===== config.mk =====
export PLATFORM = sky130hd
export DESIGN_NAME = wwdt_top
export DESIGN_NICKNAME = d
export VERILOG_FILES = /design/src/wwdt_pkg.sv /design/src/wwdt_top.sv /design/src/wwdt_sync.sv /design/src/wwdt_period.sv
export SDC_FILE = /design/constraint.sdc
export NUM_CORES = 1
export LEC_CHECK = 0
export ABC_AREA = 1
export BUFFER_PORTS_ARGS = -buffer_cell sky130_fd_sc_hd__buf_2
export CAP_MARGIN = 20
export CELL_PAD_IN_SITES_DETAIL_PLACEMENT = 0
export CELL_PAD_IN_SITES_GLOBAL_PLACEMENT = 2
export CORE_AREA = 5 5 143 145
export DETAILED_ROUTE_END_ITERATION = 12
export DIE_AREA = 0 0 148 150
export HOLD_SLACK_MARGIN = 0.1
export PLACE_DENSITY_LB_ADDON = 0.1
export SLEW_MARGIN = 20
export SYNTH_ARGS = -nofsm -noshare
export SYNTH_HDL_FRONTEND = slang
export SYNTH_HIERARCHICAL = 1
export SYNTH_SLANG_ARGS = --single-unit

===== constraint.sdc =====
create_clock -name i_ref_clk -period 3.3 [get_ports i_ref_clk]
set_input_delay 0.66 -clock i_ref_clk [delete_from_list [all_inputs] [get_ports i_ref_clk]]
set_output_delay 0.66 -clock i_ref_clk [all_outputs]
set_load 0.02 [all_outputs]

===== src/wwdt_pkg.sv =====
// package of constants for the windowed watchdog timer
// assumes one system clock and a 1 kHz tick arriving on a pin
package wwdt_pkg;

  // ==========================================================
  // register indices and byte addresses
  localparam logic [7:0] IDX_CTRL = 8'h00;
  localparam logic [7:0] IDX_STATUS = 8'h01;
  localparam logic [7:0] IDX_KEY = 8'h02;
  localparam logic [7:0] IDX_COUNT = 8'h03;
  localparam logic [7:0] ADDR_CTRL = 8'(IDX_CTRL << 2);
  localparam logic [7:0] ADDR_STATUS = 8'(IDX_STATUS << 2);
  localparam logic [7:0] ADDR_KEY = 8'(IDX_KEY << 2);
  localparam logic [7:0] ADDR_COUNT = 8'(IDX_COUNT << 2);

  // ==========================================================
  // field positions and reset values
  localparam int CTRL_PER_LSB = 0;
  localparam int CTRL_WIN_LSB = 4;
  localparam int CODE_W = 4;
  localparam int STAT_BUSY_BIT = 0;
  localparam int STAT_CLR_BIT = 1;
  localparam int STAT_LOCK_BIT = 7;
  localparam logic [7:0] CTRL_RESET = 8'h00;

  // ==========================================================
  // timing: codes, tick counts, synchronisation, protection
  localparam logic [3:0] CODE_OFF = 4'h0;
  localparam logic [3:0] CODE_MAX = 4'hB;
  localparam int BASE_TICKS = 8;
  localparam int CNT_W = 14;
  localparam logic [1:0] SYNC_LAST_EDGE = 2'h2;
  localparam logic [7:0] PROT_KEY = 8'hA5;
  localparam logic [4:0] PROT_CYCLES = 5'h10;

  // ==========================================================
  // watchdog states
  typedef enum logic [4:0]
  {
    ST_OFF = 5'b00001,
    ST_FIRST = 5'b00010,
    ST_CLOSED = 5'b00100,
    ST_OPEN = 5'b01000,
    ST_FIRE = 5'b10000
  } wwdt_state_e;

endpackage


===== src/wwdt_top.sv =====
// windowed watchdog timer with an ahb-lite register slave
// assumes a 200 MHz system clock and a 1 kHz oscillator tick on a pin
//
// Register access over AHB-Lite and the register addresses were left to the implementer.
`timescale 1ns/1ps
// Overview of operation
// - enabled watchdog raises a system reset request when no clear arrives in time
// - counter advances only on the synchronised 1 kHz oscillator tick
// - eleven timeout codes select 8 ms up to 8 s
// - normal or window mode follows only the control register contents
// - in window mode an early clear or a missing clear causes reset
// - every accepted clear restarts the timeout count
// - after enabling window mode the closed period starts on the first clear
// - counting continues in every sleep mode once enabled
// - control writes take effect only after crossing into the tick domain
// - a key write guards changes, and a lock bit freezes the configuration
// - running under a debugger without halt leaves operation unchanged
// - a debug halt stops normal operation while it lasts
// - entering a debug halt clears the counter
// - leaving a halt in window mode first runs one normal timeout
// - period code zero disables, codes one to eleven enable, others reserved
// - nonzero window code enables window mode with the same duration map
// - lock set by software or boot load, cleared by software only in debug mode
// - a clear takes two to three ticks to cross, later clears ignored meanwhile
module wwdt_top
  import wwdt_pkg::*;
(
  // clock and reset
  input wire logic i_ref_clk,
  input wire logic i_rstn,
  // ahb-lite slave
  input wire logic i_hsel,
  input wire logic [31:0] i_haddr,
  input wire logic [1:0] i_htrans,
  input wire logic i_hwrite,
  input wire logic [2:0] i_hsize,
  input wire logic [31:0] i_hwdata,
  input wire logic i_hready,
  output logic o_hreadyout,
  output logic o_hresp,
  output logic [31:0] o_hrdata,
  // oscillator tick
  input wire logic i_wdt_tick,
  // processor side
  input wire logic i_watchdog_clear_instruction,
  input wire logic i_dbg_mode,
  input wire logic i_dbg_halt,
  // boot configuration load
  input wire logic i_boot_load,
  input wire logic [7:0] i_boot_cfg,
  // reset request
  output logic o_sys_reset_req
);

  // ==========================================================
  // declarations
  logic tick_s;
  logic tick_prev_q;
  logic wr_pend_q;
  logic [7:0] wr_addr_q;
  logic [31:0] rdata_q;
  logic [4:0] key_cnt_q;
  logic [4:0] key_cnt_d;
  logic lock_q;
  logic lock_d;
  logic [7:0] ctrl_q;
  logic [7:0] ctrl_d;
  logic [7:0] act_q;
  logic [7:0] act_d;
  logic ctrl_busy_q;
  logic ctrl_busy_d;
  logic [1:0] ctrl_sync_q;
  logic [1:0] ctrl_sync_d;
  logic clr_busy_q;
  logic clr_busy_d;
  logic [1:0] clr_sync_q;
  logic [1:0] clr_sync_d;
  logic [CNT_W-1:0] cnt_q;
  logic [CNT_W-1:0] cnt_d;
  wwdt_state_e state_q;
  wwdt_state_e state_d;
  logic [CNT_W-1:0] per_ticks;
  logic [CNT_W-1:0] win_ticks;
  logic [CNT_W-1:0] new_per_ticks;
  logic [CNT_W-1:0] new_win_ticks;
  logic per_legal;
  logic win_legal;
  logic new_per_legal;
  logic new_win_legal;

  // ==========================================================
  // oscillator tick crossing and edge detect
  wwdt_sync #(.W(1)) u_tick_sync
  (
    .i_clk(i_ref_clk),
    .i_rstn(i_rstn),
    .i_d(i_wdt_tick),
    .o_q(tick_s)
  );

  wire tick_en = tick_s & ~tick_prev_q;

  // ==========================================================
  // period decode of active and incoming settings
  wwdt_period #(.LW(CNT_W)) u_per_dec
  (
    .i_code(act_q[CTRL_PER_LSB +: CODE_W]),
    .o_ticks(per_ticks),
    .o_legal(per_legal)
  );

  wwdt_period #(.LW(CNT_W)) u_win_dec
  (
    .i_code(act_q[CTRL_WIN_LSB +: CODE_W]),
    .o_ticks(win_ticks),
    .o_legal(win_legal)
  );

  wwdt_period #(.LW(CNT_W)) u_new_per_dec
  (
    .i_code(i_hwdata[CTRL_PER_LSB +: CODE_W]),
    .o_ticks(new_per_ticks),
    .o_legal(new_per_legal)
  );

  wwdt_period #(.LW(CNT_W)) u_new_win_dec
  (
    .i_code(i_hwdata[CTRL_WIN_LSB +: CODE_W]),
    .o_ticks(new_win_ticks),
    .o_legal(new_win_legal)
  );

  // ==========================================================
  // bus address and data phase decode
  wire addr_take = i_hsel & i_htrans[1] & i_hready;
  wire addr_high_zero = (i_haddr[31:8] == 24'h000000);
  wire wr_ctrl = wr_pend_q & (wr_addr_q == ADDR_CTRL);
  wire wr_status = wr_pend_q & (wr_addr_q == ADDR_STATUS);
  wire wr_key = wr_pend_q & (wr_addr_q == ADDR_KEY);
  wire key_open = (key_cnt_q != 5'h00);
  wire new_codes_ok = new_per_legal & new_win_legal & (new_per_ticks != '0 || new_win_ticks == '0);

  wire ctrl_accept = wr_ctrl & key_open & ~lock_q & ~ctrl_busy_q & new_codes_ok;
  wire lock_set = wr_status & key_open & i_hwdata[STAT_LOCK_BIT];
  wire lock_clr = wr_status & key_open & ~i_hwdata[STAT_LOCK_BIT] & i_dbg_mode;

  wire [31:0] rd_ctrl = {24'h000000, ctrl_q};
  wire [31:0] rd_status = {24'h000000, lock_q, 5'h00, clr_busy_q, ctrl_busy_q};
  wire [31:0] rd_count = {{(32 - CNT_W){1'b0}}, cnt_q};
  wire [7:0] ra = i_haddr[7:0];
  wire [31:0] rd_val = !addr_high_zero ? 32'h00000000 :
                       (ra == ADDR_CTRL) ? rd_ctrl :
                       (ra == ADDR_STATUS) ? rd_status :
                       (ra == ADDR_COUNT) ? rd_count : 32'h00000000;

  assign o_hreadyout = 1'b1;
  assign o_hresp = 1'b0;
  assign o_hrdata = rdata_q;

  // ==========================================================
  // protection key window
  always_comb
  begin
    key_cnt_d = key_cnt_q;
    if (wr_key && i_hwdata[7:0] == PROT_KEY)
      key_cnt_d = PROT_CYCLES;
    else if (wr_ctrl || wr_status)
      key_cnt_d = 5'h00;
    else if (key_open)
      key_cnt_d = key_cnt_q - 5'h01;
  end

  // ==========================================================
  // control register, lock and crossing of settings
  wire ctrl_apply = ctrl_busy_q & tick_en & (ctrl_sync_q == SYNC_LAST_EDGE);
  wire boot_lock = i_boot_cfg[CTRL_PER_LSB +: CODE_W] != CODE_OFF;

  always_comb
  begin
    ctrl_d = ctrl_q;
    act_d = act_q;
    lock_d = lock_q;
    ctrl_busy_d = ctrl_busy_q;
    ctrl_sync_d = ctrl_sync_q;
    if (i_boot_load)
    begin
      ctrl_d = i_boot_cfg;
      act_d = i_boot_cfg;
      lock_d = boot_lock;
      ctrl_busy_d = 1'b0;
      ctrl_sync_d = 2'h0;
    end
    else
    begin
      if (lock_set)
        lock_d = 1'b1;
      else if (lock_clr)
        lock_d = 1'b0;
      if (ctrl_accept)
      begin
        ctrl_d = i_hwdata[7:0];
        ctrl_busy_d = 1'b1;
        ctrl_sync_d = 2'h0;
      end
      else if (ctrl_apply)
      begin
        act_d = ctrl_q;
        ctrl_busy_d = 1'b0;
        ctrl_sync_d = 2'h0;
      end
      else if (ctrl_busy_q && tick_en)
        ctrl_sync_d = ctrl_sync_q + 2'h1;
    end
  end

  // ==========================================================
  // clear request crossing
  wire clr_start = i_watchdog_clear_instruction & ~clr_busy_q;
  wire clr_apply = clr_busy_q & tick_en & (clr_sync_q == SYNC_LAST_EDGE);

  always_comb
  begin
    clr_busy_d = clr_busy_q;
    clr_sync_d = clr_sync_q;
    if (clr_apply)
    begin
      clr_busy_d = 1'b0;
      clr_sync_d = 2'h0;
    end
    else if (clr_start)
    begin
      clr_busy_d = 1'b1;
      clr_sync_d = 2'h0;
    end
    else if (clr_busy_q && tick_en)
      clr_sync_d = clr_sync_q + 2'h1;
  end

  // ==========================================================
  // watchdog state and counter
  wire win_on = (win_ticks != '0) & win_legal;
  wire per_on = (per_ticks != '0) & per_legal;
  wire [CNT_W:0] cnt_next = {1'b0, cnt_q} + {{CNT_W{1'b0}}, 1'b1};
  wire per_done = cnt_next >= {1'b0, per_ticks};
  wire win_done = cnt_next >= {1'b0, win_ticks};
  wire [CNT_W-1:0] cnt_inc = cnt_next[CNT_W-1:0];

  always_comb
  begin
    state_d = state_q;
    cnt_d = cnt_q;
    if (state_q == ST_FIRE)
      state_d = ST_FIRE;
    else if (ctrl_apply)
    begin
      cnt_d = '0;
      if (ctrl_q[CTRL_PER_LSB +: CODE_W] == CODE_OFF)
        state_d = ST_OFF;
      else if (ctrl_q[CTRL_WIN_LSB +: CODE_W] != CODE_OFF)
        state_d = ST_FIRST;
      else
        state_d = ST_OPEN;
    end
    else if (i_dbg_halt)
    begin
      cnt_d = '0;
      if (state_q != ST_OFF)
        state_d = win_on ? ST_FIRST : ST_OPEN;
    end
    else
    begin
      case (state_q)
        ST_OFF:
        begin
          state_d = per_on ? ST_OPEN : ST_OFF;
          cnt_d = '0;
        end
        ST_FIRST:
        begin
          if (clr_apply)
          begin
            state_d = ST_CLOSED;
            cnt_d = '0;
          end
          else if (tick_en && per_done)
            state_d = ST_FIRE;
          else if (tick_en)
            cnt_d = cnt_inc;
        end
        ST_CLOSED:
        begin
          if (clr_apply)
            state_d = ST_FIRE;
          else if (tick_en && win_done)
          begin
            state_d = ST_OPEN;
            cnt_d = '0;
          end
          else if (tick_en)
            cnt_d = cnt_inc;
        end
        ST_OPEN:
        begin
          if (clr_apply)
          begin
            state_d = win_on ? ST_CLOSED : ST_OPEN;
            cnt_d = '0;
          end
          else if (tick_en && per_done)
            state_d = ST_FIRE;
          else if (tick_en)
            cnt_d = cnt_inc;
        end
        default:
        begin
          state_d = ST_OFF;
          cnt_d = '0;
        end
      endcase
    end
  end

  assign o_sys_reset_req = state_q[4];

  // ==========================================================
  // flip-flops
  always_ff @(posedge i_ref_clk or negedge i_rstn)
  begin
    if (!i_rstn)
    begin
      tick_prev_q <= 1'b1;
      wr_pend_q <= 1'b0;
      wr_addr_q <= 8'h00;
      rdata_q <= 32'h00000000;
    end
    else
    begin
      tick_prev_q <= tick_s;
      wr_pend_q <= addr_take & i_hwrite & addr_high_zero;
      wr_addr_q <= addr_take ? i_haddr[7:0] : wr_addr_q;
      rdata_q <= (addr_take && !i_hwrite) ? rd_val : rdata_q;
    end
  end

  always_ff @(posedge i_ref_clk or negedge i_rstn)
  begin
    if (!i_rstn)
    begin
      key_cnt_q <= 5'h00;
      lock_q <= 1'b0;
      ctrl_q <= CTRL_RESET;
      act_q <= CTRL_RESET;
      ctrl_busy_q <= 1'b0;
      ctrl_sync_q <= 2'h0;
    end
    else
    begin
      key_cnt_q <= key_cnt_d;
      lock_q <= lock_d;
      ctrl_q <= ctrl_d;
      act_q <= act_d;
      ctrl_busy_q <= ctrl_busy_d;
      ctrl_sync_q <= ctrl_sync_d;
    end
  end

  always_ff @(posedge i_ref_clk or negedge i_rstn)
  begin
    if (!i_rstn)
    begin
      clr_busy_q <= 1'b0;
      clr_sync_q <= 2'h0;
      cnt_q <= '0;
      state_q <= ST_OFF;
    end
    else
    begin
      clr_busy_q <= clr_busy_d;
      clr_sync_q <= clr_sync_d;
      cnt_q <= cnt_d;
      state_q <= state_d;
    end
  end

endmodule


===== src/wwdt_sync.sv =====
// two flip-flop level synchroniser
// assumes the input is a level from another clock
`timescale 1ns/1ps
module wwdt_sync
  import wwdt_pkg::*;
#(
  parameter int W = 1
)
(
  // clock and reset
  input wire logic i_clk,
  input wire logic i_rstn,
  // level in and out
  input wire logic [W-1:0] i_d,
  output logic [W-1:0] o_q
);

  logic [W-1:0] meta_q;

  always_ff @(posedge i_clk or negedge i_rstn)
  begin
    if (!i_rstn)
    begin
      meta_q <= '0;
      o_q <= '0;
    end
    else
    begin
      meta_q <= i_d;
      o_q <= meta_q;
    end
  end

endmodule


===== src/wwdt_period.sv =====
// decode of a period code into a count of watchdog ticks
// assumes codes above the top code are reserved
`timescale 1ns/1ps
module wwdt_period
  import wwdt_pkg::*;
#(
  parameter int LW = CNT_W
)
(
  // code in
  input wire logic [CODE_W-1:0] i_code,
  // ticks out
  output logic [LW-1:0] o_ticks,
  output logic o_legal
);

  wire is_off = (i_code == CODE_OFF);

  assign o_legal = (i_code <= CODE_MAX);
  assign o_ticks = (is_off || !o_legal) ? '0 : (LW'(BASE_TICKS) << (i_code - 4'h1));

endmodule


==> metrics.txt, run 1 <==
status=complete, no violations; Clk Tree Root Cell=clkbuf_16; worst hold path class=in -> async; most frequent cells in the layout=nand2_1 (192), inv_1 (120), nor2_1 (87); routed vias/inst=between 4 and 5; FF+latch count, synth=73; slew margin rel.=0.5140; fin crit period=a little over 3 ns; Unique masters post-synth=46; Num Clock Sinks=73; fmax=between 300 and 400 MHz; Post-DRT Antenna Nets=0; Residual DRC=0; initial core utilization=0.2922; Combinational Power Share=0.236; Final Hold Violating Endpoints=0; CP startpoint kind=flop; number of DRC markers in iteration 0=between 200 and 250; total number of vias=around 5300; Period Utilization, post-route=0.9238; clock latency on the worst-skew pair=approximately 0.35 ns; Post-synth EDFFs=0; CP Max Fanout=6; layout cell share with drive strength beyond 1=0.1951; Worst EP arrival=approximately 3.3 ns; Seq/Total Area, Yosys=0.3281; P_sw=around 0.88 mW; number of nets in the layout=approximately 1000; CTS Buffer Depth=2; WP data required=about 3.5 ns; vias in the first global route=roughly 5300; Worst-Margin Slew=0.7223 ns; Post-Syn Instances=about 810; Power Dens Cells=slightly above 400 nW/um^2; endpoints failing setup=0; die area=around 22000 sq um; Internal=between 1.5 and 2 mW; commonest non-fill, non-tap cell in the layout=nand2_1; routed wire length=around 17 mm; CTS tree=built; area growth from synthesis to layout=19.37%; total power draw=around 2.7 mW; final core utilization=0.3488; Antenna Cells=0; die height=~150 microns; grt total ovfl=0; VDD IR max=approximately 0.26 mV; antenna violations before repair=0; all-layer global routing usage=0.1533; top_reg_cell synth=dfrtp_1; Sequential Power Share=0.373; synth warn=6; Worst-path clk slew=0.06 ns; dpl hpwl=13.40 mm; number of CTS-inserted buffers=9; P_leak=between 3 and 4 nW; crit path capture type=flop; final slew viol count=0; Post-Syn Area=about 5600 sq um; critical path type=reg -> reg; fraction of registers with async set/reset=1.000; core area=roughly 19000 sq um; Switching Share=0.3208; Pre-Repair DR Iteration Count=4; clock skew=about 0.0054 ns; Max Cap Viol=0; cell taking the most area after synthesis=dfrtp_1; port buffer count=73; syn avg cell area=between 6 and 7 sq um; gpl congestion=0.8237; row count=51; Clock Power Share=0.390; first-pass GRT wire length=about 27 mm; CTS H-tree depth=3; post-synth top area share=0.3187; Top Ports=122; largest net degree at the start of global routing=74; synth top area cells=dfrtp_1 (32%), nand2_1 (13%), inv_1 (8.2%); Die Wd=between 100 and 150 microns; routed len/inst=about 14 microns
==> per-stage QoR <==
| step | hold slack (ns) | instances | area [sq um] | TNS [ns] | setup slack (ns) |
|---|---|---|---|---|---|
| finish | 0.3523 | 1145 | 6655 | 0 | 0.2515 |
| global route | 0.3739 | 1145 | 6655 | -0.02875 | -0.01359 |
| CTS | 0.3656 | 1141 | 6553 | 0 | 0.1177 |
| detailed placement | 0.3503 | 1125 | 6233 | 0 | 0.1559 |
| global placement | 0.3348 | 1125 | 6233 | 0 | 0.1392 |
| floorplan | 0.3312 | 834 | 5673 | 0 | 0.5246 |
==> cells by family after synthesis <==
family / after synthesis / synth area share
XOR/XNOR: 9 / 0.01414
buffers and inverters: 175 / 0.1418
AO/OA/AOI/OAI: 126 / 0.1391
AND/OR/NAND/NOR: 387 / 0.3014
flip-flops: 73 / 0.3281
multiplexers: 1 / 0.001795
adder cells (fa/ha/maj): 31 / 0.06957
other: 6 / 0.004039
==> layer usage <==
metal	vias to the layer above	wire [microns]	global-route usage	part of all wire
li1	2733	-	-	-
met1	2414	7589	0.1927	0.46
met2	90	8225	0.2708	0.50
met3	13	596	0.03331	0.036
met4	0	157	0.03233	0.0095
met5	-	0	0	0
==> synthesized netlist by cell type (2+ instances only) <==
library cell / instances
o21ai_2: 10
inv_2: 8
nor2_4: 2
o21a_1: 2
xor2_1: 9
o311ai_0: 8
a211oi_1: 2
nand3_1: 29
buf_4: 33
o221ai_1: 2
nor4_1: 14
o22ai_1: 5
conb_1: 6
nand4_1: 21
clkbuf_1: 7
o21ai_0: 68
nand2_2: 14
nor2_1: 91
nor3_1: 11
nand2_1: 193
inv_1: 122
ha_1: 31
dfrtp_1: 71
and2_1: 2
a21oi_1: 19
o41ai_1: 3
buf_1: 2
dfstp_2: 2
nor2_2: 4
==> worst paths after layout <==
path	startpoint	to	slack, ns	cells after the start
max	cnt_q[1]	cnt_q[2]	0.25	22
min	i_rstn	act_q[6]	0.35	1
max reg2reg	cnt_q[1]	cnt_q[2]	0.25	22
min reg2reg	u_tick_sync/meta_q	u_tick_sync/o_q	0.36	0
max in group asynchronous	i_rstn	ctrl_sync_q[1]	2.46	1
min in group i_ref_clk	u_tick_sync/meta_q	u_tick_sync/o_q	0.36	0
==> sequential cells by signal, indices dropped and copies added, names as in the netlist <==
signal	flops
u_tick_sync/meta_q	1
cnt_q	14
clr_sync_q	2
act_q	8
lock_q	1
wr_addr_q	8
ctrl_busy_q	1
tick_prev_q	1
state_q	5
ctrl_sync_q	2
o_hrdata	14
key_cnt_q	5
ctrl_q	8
u_tick_sync/o_q	1
clr_busy_q	1
wr_pend_q	1
==> power groups by stage <==
stage,clock (mW),sequential (mW),combinational [mW]
2_1_floorplan,0,1.03,0.449
3_3_place_gp,0,1.04,0.641
3_5_place_dp,0,1.04,0.648
4_1_cts,1.10,1.03,0.652
5_1_grt,1.14,1.04,0.751
6_report,1.07,1.03,0.650
==> worst max-delay path: stages, from the launching register on <==
cell and delay [ns]:
dfrtp_1 0.40, ha_2 0.21, nand2_2 0.07, clkinv_2 0.08
nand2_4 0.06, nor2_4 0.13, nand2_1 0.11, nor2_2 0.14
xor2_2 0.19, inv_2 0.09, ha_4 0.27, nand2_1 0.07
nor2_1 0.11, nand4_1 0.10, nand3_1 0.08, nor2_1 0.05
nand2_1 0.10, nand2_2 0.09, o21ai_4 0.18, nor2_2 0.05
nand2_2 0.14, buf_12 0.14, o21ai_0 0.07
==> repair_timing <==
item,in CTS,in global routing
gates resized for setup,0,18
buffers inserted,0,4
setup endpoints to repair,0,17
hold buffers,0,0
==> area by class of cell <==
class                      count  area, sq um
clock buffer                   9        225.2
clock inverter                 7        93.84
fill                        2043        12420
inverter                     131        493.0
multi-input combinational    586         3114
sequential                    73         1829
tap                          238        297.8
timing repair buffer         101        601.8
(Power assumes the default switching activity.)
==> run 2, diff against run 1 <==
--- a/config.mk
+++ b/config.mk
@@ -12,5 +12,5 @@
 export CELL_PAD_IN_SITES_GLOBAL_PLACEMENT = 2
-export CORE_AREA = 5 5 143 145
+export CORE_AREA = 5 5 150 152
 export DETAILED_ROUTE_END_ITERATION = 12
-export DIE_AREA = 0 0 148 150
+export DIE_AREA = 0 0 155 157
 export HOLD_SLACK_MARGIN = 0.1
==> constraint.sdc (replaced) <==
create_clock -name i_ref_clk -period 2.5 [get_ports i_ref_clk]
set_input_delay 0 -clock i_ref_clk [delete_from_list [all_inputs] [get_ports i_ref_clk]]
set_output_delay 0 -clock i_ref_clk [all_outputs]
set_load 0.02 [all_outputs]
==> metrics.txt, run 2 (synthesis gave the netlist of run 1 again) <==
CTS H-tree depth=3 (unchanged); Power Dens Cells=506.4 nW/um^2 (+23%); Top Ports=122 (unchanged); clock skew=0.008018 ns (+0.002596 ns); number of DRC markers in iteration 0=196 (-21%); WP data required=2.73 ns (-0.80 ns); crit path capture type=flop; Num Clock Sinks=73 (unchanged); M1 WL=8.388 mm (+11%); Final Cell Area=7616 sq um (+14%); die height=157 microns (+4.7%); final core utilization=0.3646 (+0.01579); Sequential Power Share=0.351 (-0.022); endpoints failing setup=18 (+18); Worst-Margin Slew=0.7326 ns (+0.01030 ns); Residual DRC=0 (unchanged); Die Wd=155 microns (+4.7%); placed instance area=6553 sq um (+5.1%); gpl congestion=0.8303 (+0.80%); R2R cell count=21 (-4.5%); Hold Path Cell Cnt=5; total number of vias=5595 (+6.6%); final worst slack=-0.3767 ns (-0.6282 ns); first-pass GRT wire length=29.26 mm (+8.9%); Clock Power Share=0.388 (-0.002); CP startpoint kind=flop; commonest non-fill, non-tap cell in the layout=nand2_1; Antenna Cells=0 (unchanged); critical path type=reg -> reg; RSZ-0062 raised after global routing=yes; grt total ovfl=0 (unchanged); area growth from synthesis to layout=36.60%; Min Hold Slack=0.1047 ns (-0.2475 ns); P_sw=1.213 mW (+38%); number of CTS-inserted buffers=9 (unchanged); Post-DRT Antenna Nets=0 (unchanged); total power draw=3.857 mW (+40%); worst hold path class=in -> reg; status=finished with violations; Top Metal Used=met4; Max Cap Viol=0 (unchanged); initial core utilization=0.2669 (-0.02531); row count=53 (+3.9%); slew margin rel.=0.5052 (-0.008814); Clk Tree Root Cell=clkbuf_16; reg-to-reg slack, setup=-0.38 ns (-0.63 ns); core area=20890 sq um (+9.5%); most frequent cells in the layout=nand2_1 (178), inv_1 (118), nor2_1 (85); clock latency on the worst-skew pair=0.34 ns (about the same); Switching Share=0.3146 (-0.006194); fin crit period=2.877 ns (-0.1718 ns); Final Hold Violating Endpoints=0 (unchanged); failing checks=negative setup slack; hold path start=i_hwdata[4]; worst slack, placed=-0.7587 ns (-0.9146 ns); final slew viol count=0 (unchanged); routed vias/inst=4.444 (-3.1%); CTS Buffer Depth=2 (unchanged); P_leak=3.909 nW (+13%); r2r startpoint=cnt_q[0]; VDD IR max=0.2818 mV (+8.4%); CTS tree=built; CP Max Fanout=7 (+1); routed len/inst=14.30 microns (-1.2%); FF-to-FF End=cnt_q[1]; Pre-Repair DR Iteration Count=5 (+1); port buffer count=73 (unchanged); Worst-path clk slew=0.06 ns (about the same); hold-critical path endpoint=ctrl_q[4]; layout cell share with drive strength beyond 1=0.2652 (+0.07010); antenna violations before repair=0 (unchanged); die area=24340 sq um (+9.6%); number of nets in the layout=1097 (+7.5%); Worst EP arrival=3.10 ns (-0.18 ns); Internal=2.644 mW (+42%); Combinational Power Share=0.261 (+0.025); routed wire length=18.01 mm (+8.7%); WL met3=599 microns (+0.50%); dpl hpwl=14.36 mm (+7.2%); wire length on met2=8.726 mm (+6.1%); fmax=347.6 MHz (+6.0%); Period Utilization, post-route=1.151 (+0.2269); vias in the first global route=5672 (+7.6%); all-layer global routing usage=0.1507 (-0.002573); largest net degree at the start of global routing=74 (unchanged)
==> run 2: changes by cell type in the layout (fill, tap and decap cells not counted), moves of 7 or more <==
cell / before / now
buf_4: 25 / 70
dlygate4sd3_1: 0 / 29
nand2_1: 192 / 178
nand2_2: 15 / 23
nand2_4: 1 / 8
==> run 2: how the worst max path moves through the flow <==
stage	from	end	slack, ns	depth (start not counted)
CTS	cnt_q[0]	cnt_q[0]	-0.37	21
global placement	cnt_q[0]	cnt_q[0]	-0.67	21
detailed placement	cnt_q[0]	cnt_q[2]	-0.76	21
finish	cnt_q[0]	cnt_q[1]	-0.38	21
global route	cnt_q[4]	cnt_q[2]	-0.60	20
floorplan	cnt_q[0]	cnt_q[10]	-0.26	22
==> run 2: power groups by stage <==
stage | combinational (mW) | clock (mW) | sequential [mW]
after CTS | 0.997 | 1.54 | 1.35
final | 1.01 | 1.50 | 1.36
after global routing | 1.15 | 1.58 | 1.37
after detailed placement | 0.868 | 0 | 1.38
after floorplan | 0.593 | 0 | 1.36
after global placement | 0.869 | 0 | 1.37
==> run 2: through the flow <==
step | instances | TNS, ns
final | 1259 | -6.057
after global routing | 1259 | -10.27
after CTS | 1254 | -5.971
after detailed placement | 1198 | -11.49
after global placement | 1198 | -10.44
after floorplan | 834 | -3.253
==> run 2: per-layer routing <==
layer / GRT usage / up-vias
met5: 0 / -
li1: - / 2895
met4: 0.04205 / 0
met2: 0.2609 / 113
met1: 0.1960 / 2569
met3: 0.02282 / 18
==> run 2: what timing repair did <==
item | 4_1_cts | 5_1_grt
hold endpoints to repair | 106 | 0
cloned | 1 | 0
pin swaps | 24 | 21
endpoints found under the setup margin | 18 | 19
setup buffers | 10 | 5
hold buffers | 29 | 0
gates resized for setup | 50 | 25
==> run 2: critical path, stage by stage (launching register included) <==
cell	delay, ns
dfrtp_2	0.45
ha_4	0.19
nand2_4	0.08
clkinv_4	0.06
buf_6	0.11
nand4_1	0.10
xor2_2	0.19
inv_2	0.08
ha_4	0.28
nand2_4	0.05
nor2_4	0.15
nand2_1	0.07
nand2_1	0.06
nand2_1	0.04
nand2_1	0.07
nand2_1	0.06
nand2_2	0.10
nand2_4	0.08
o21ai_4	0.21
nor2_4	0.08
nand2_4	0.16
o21ai_2	0.08
==> run 2: layout make-up <==
class,instances,area (sq um)
clock buffers,11,232.7
clock inverters,5,103.9
flip-flops and latches,73,1832
repair buffers,177,1247
multi-input cells,587,3359
well taps,275,344.1
fillers,2265,13270
inverters,131,496.7
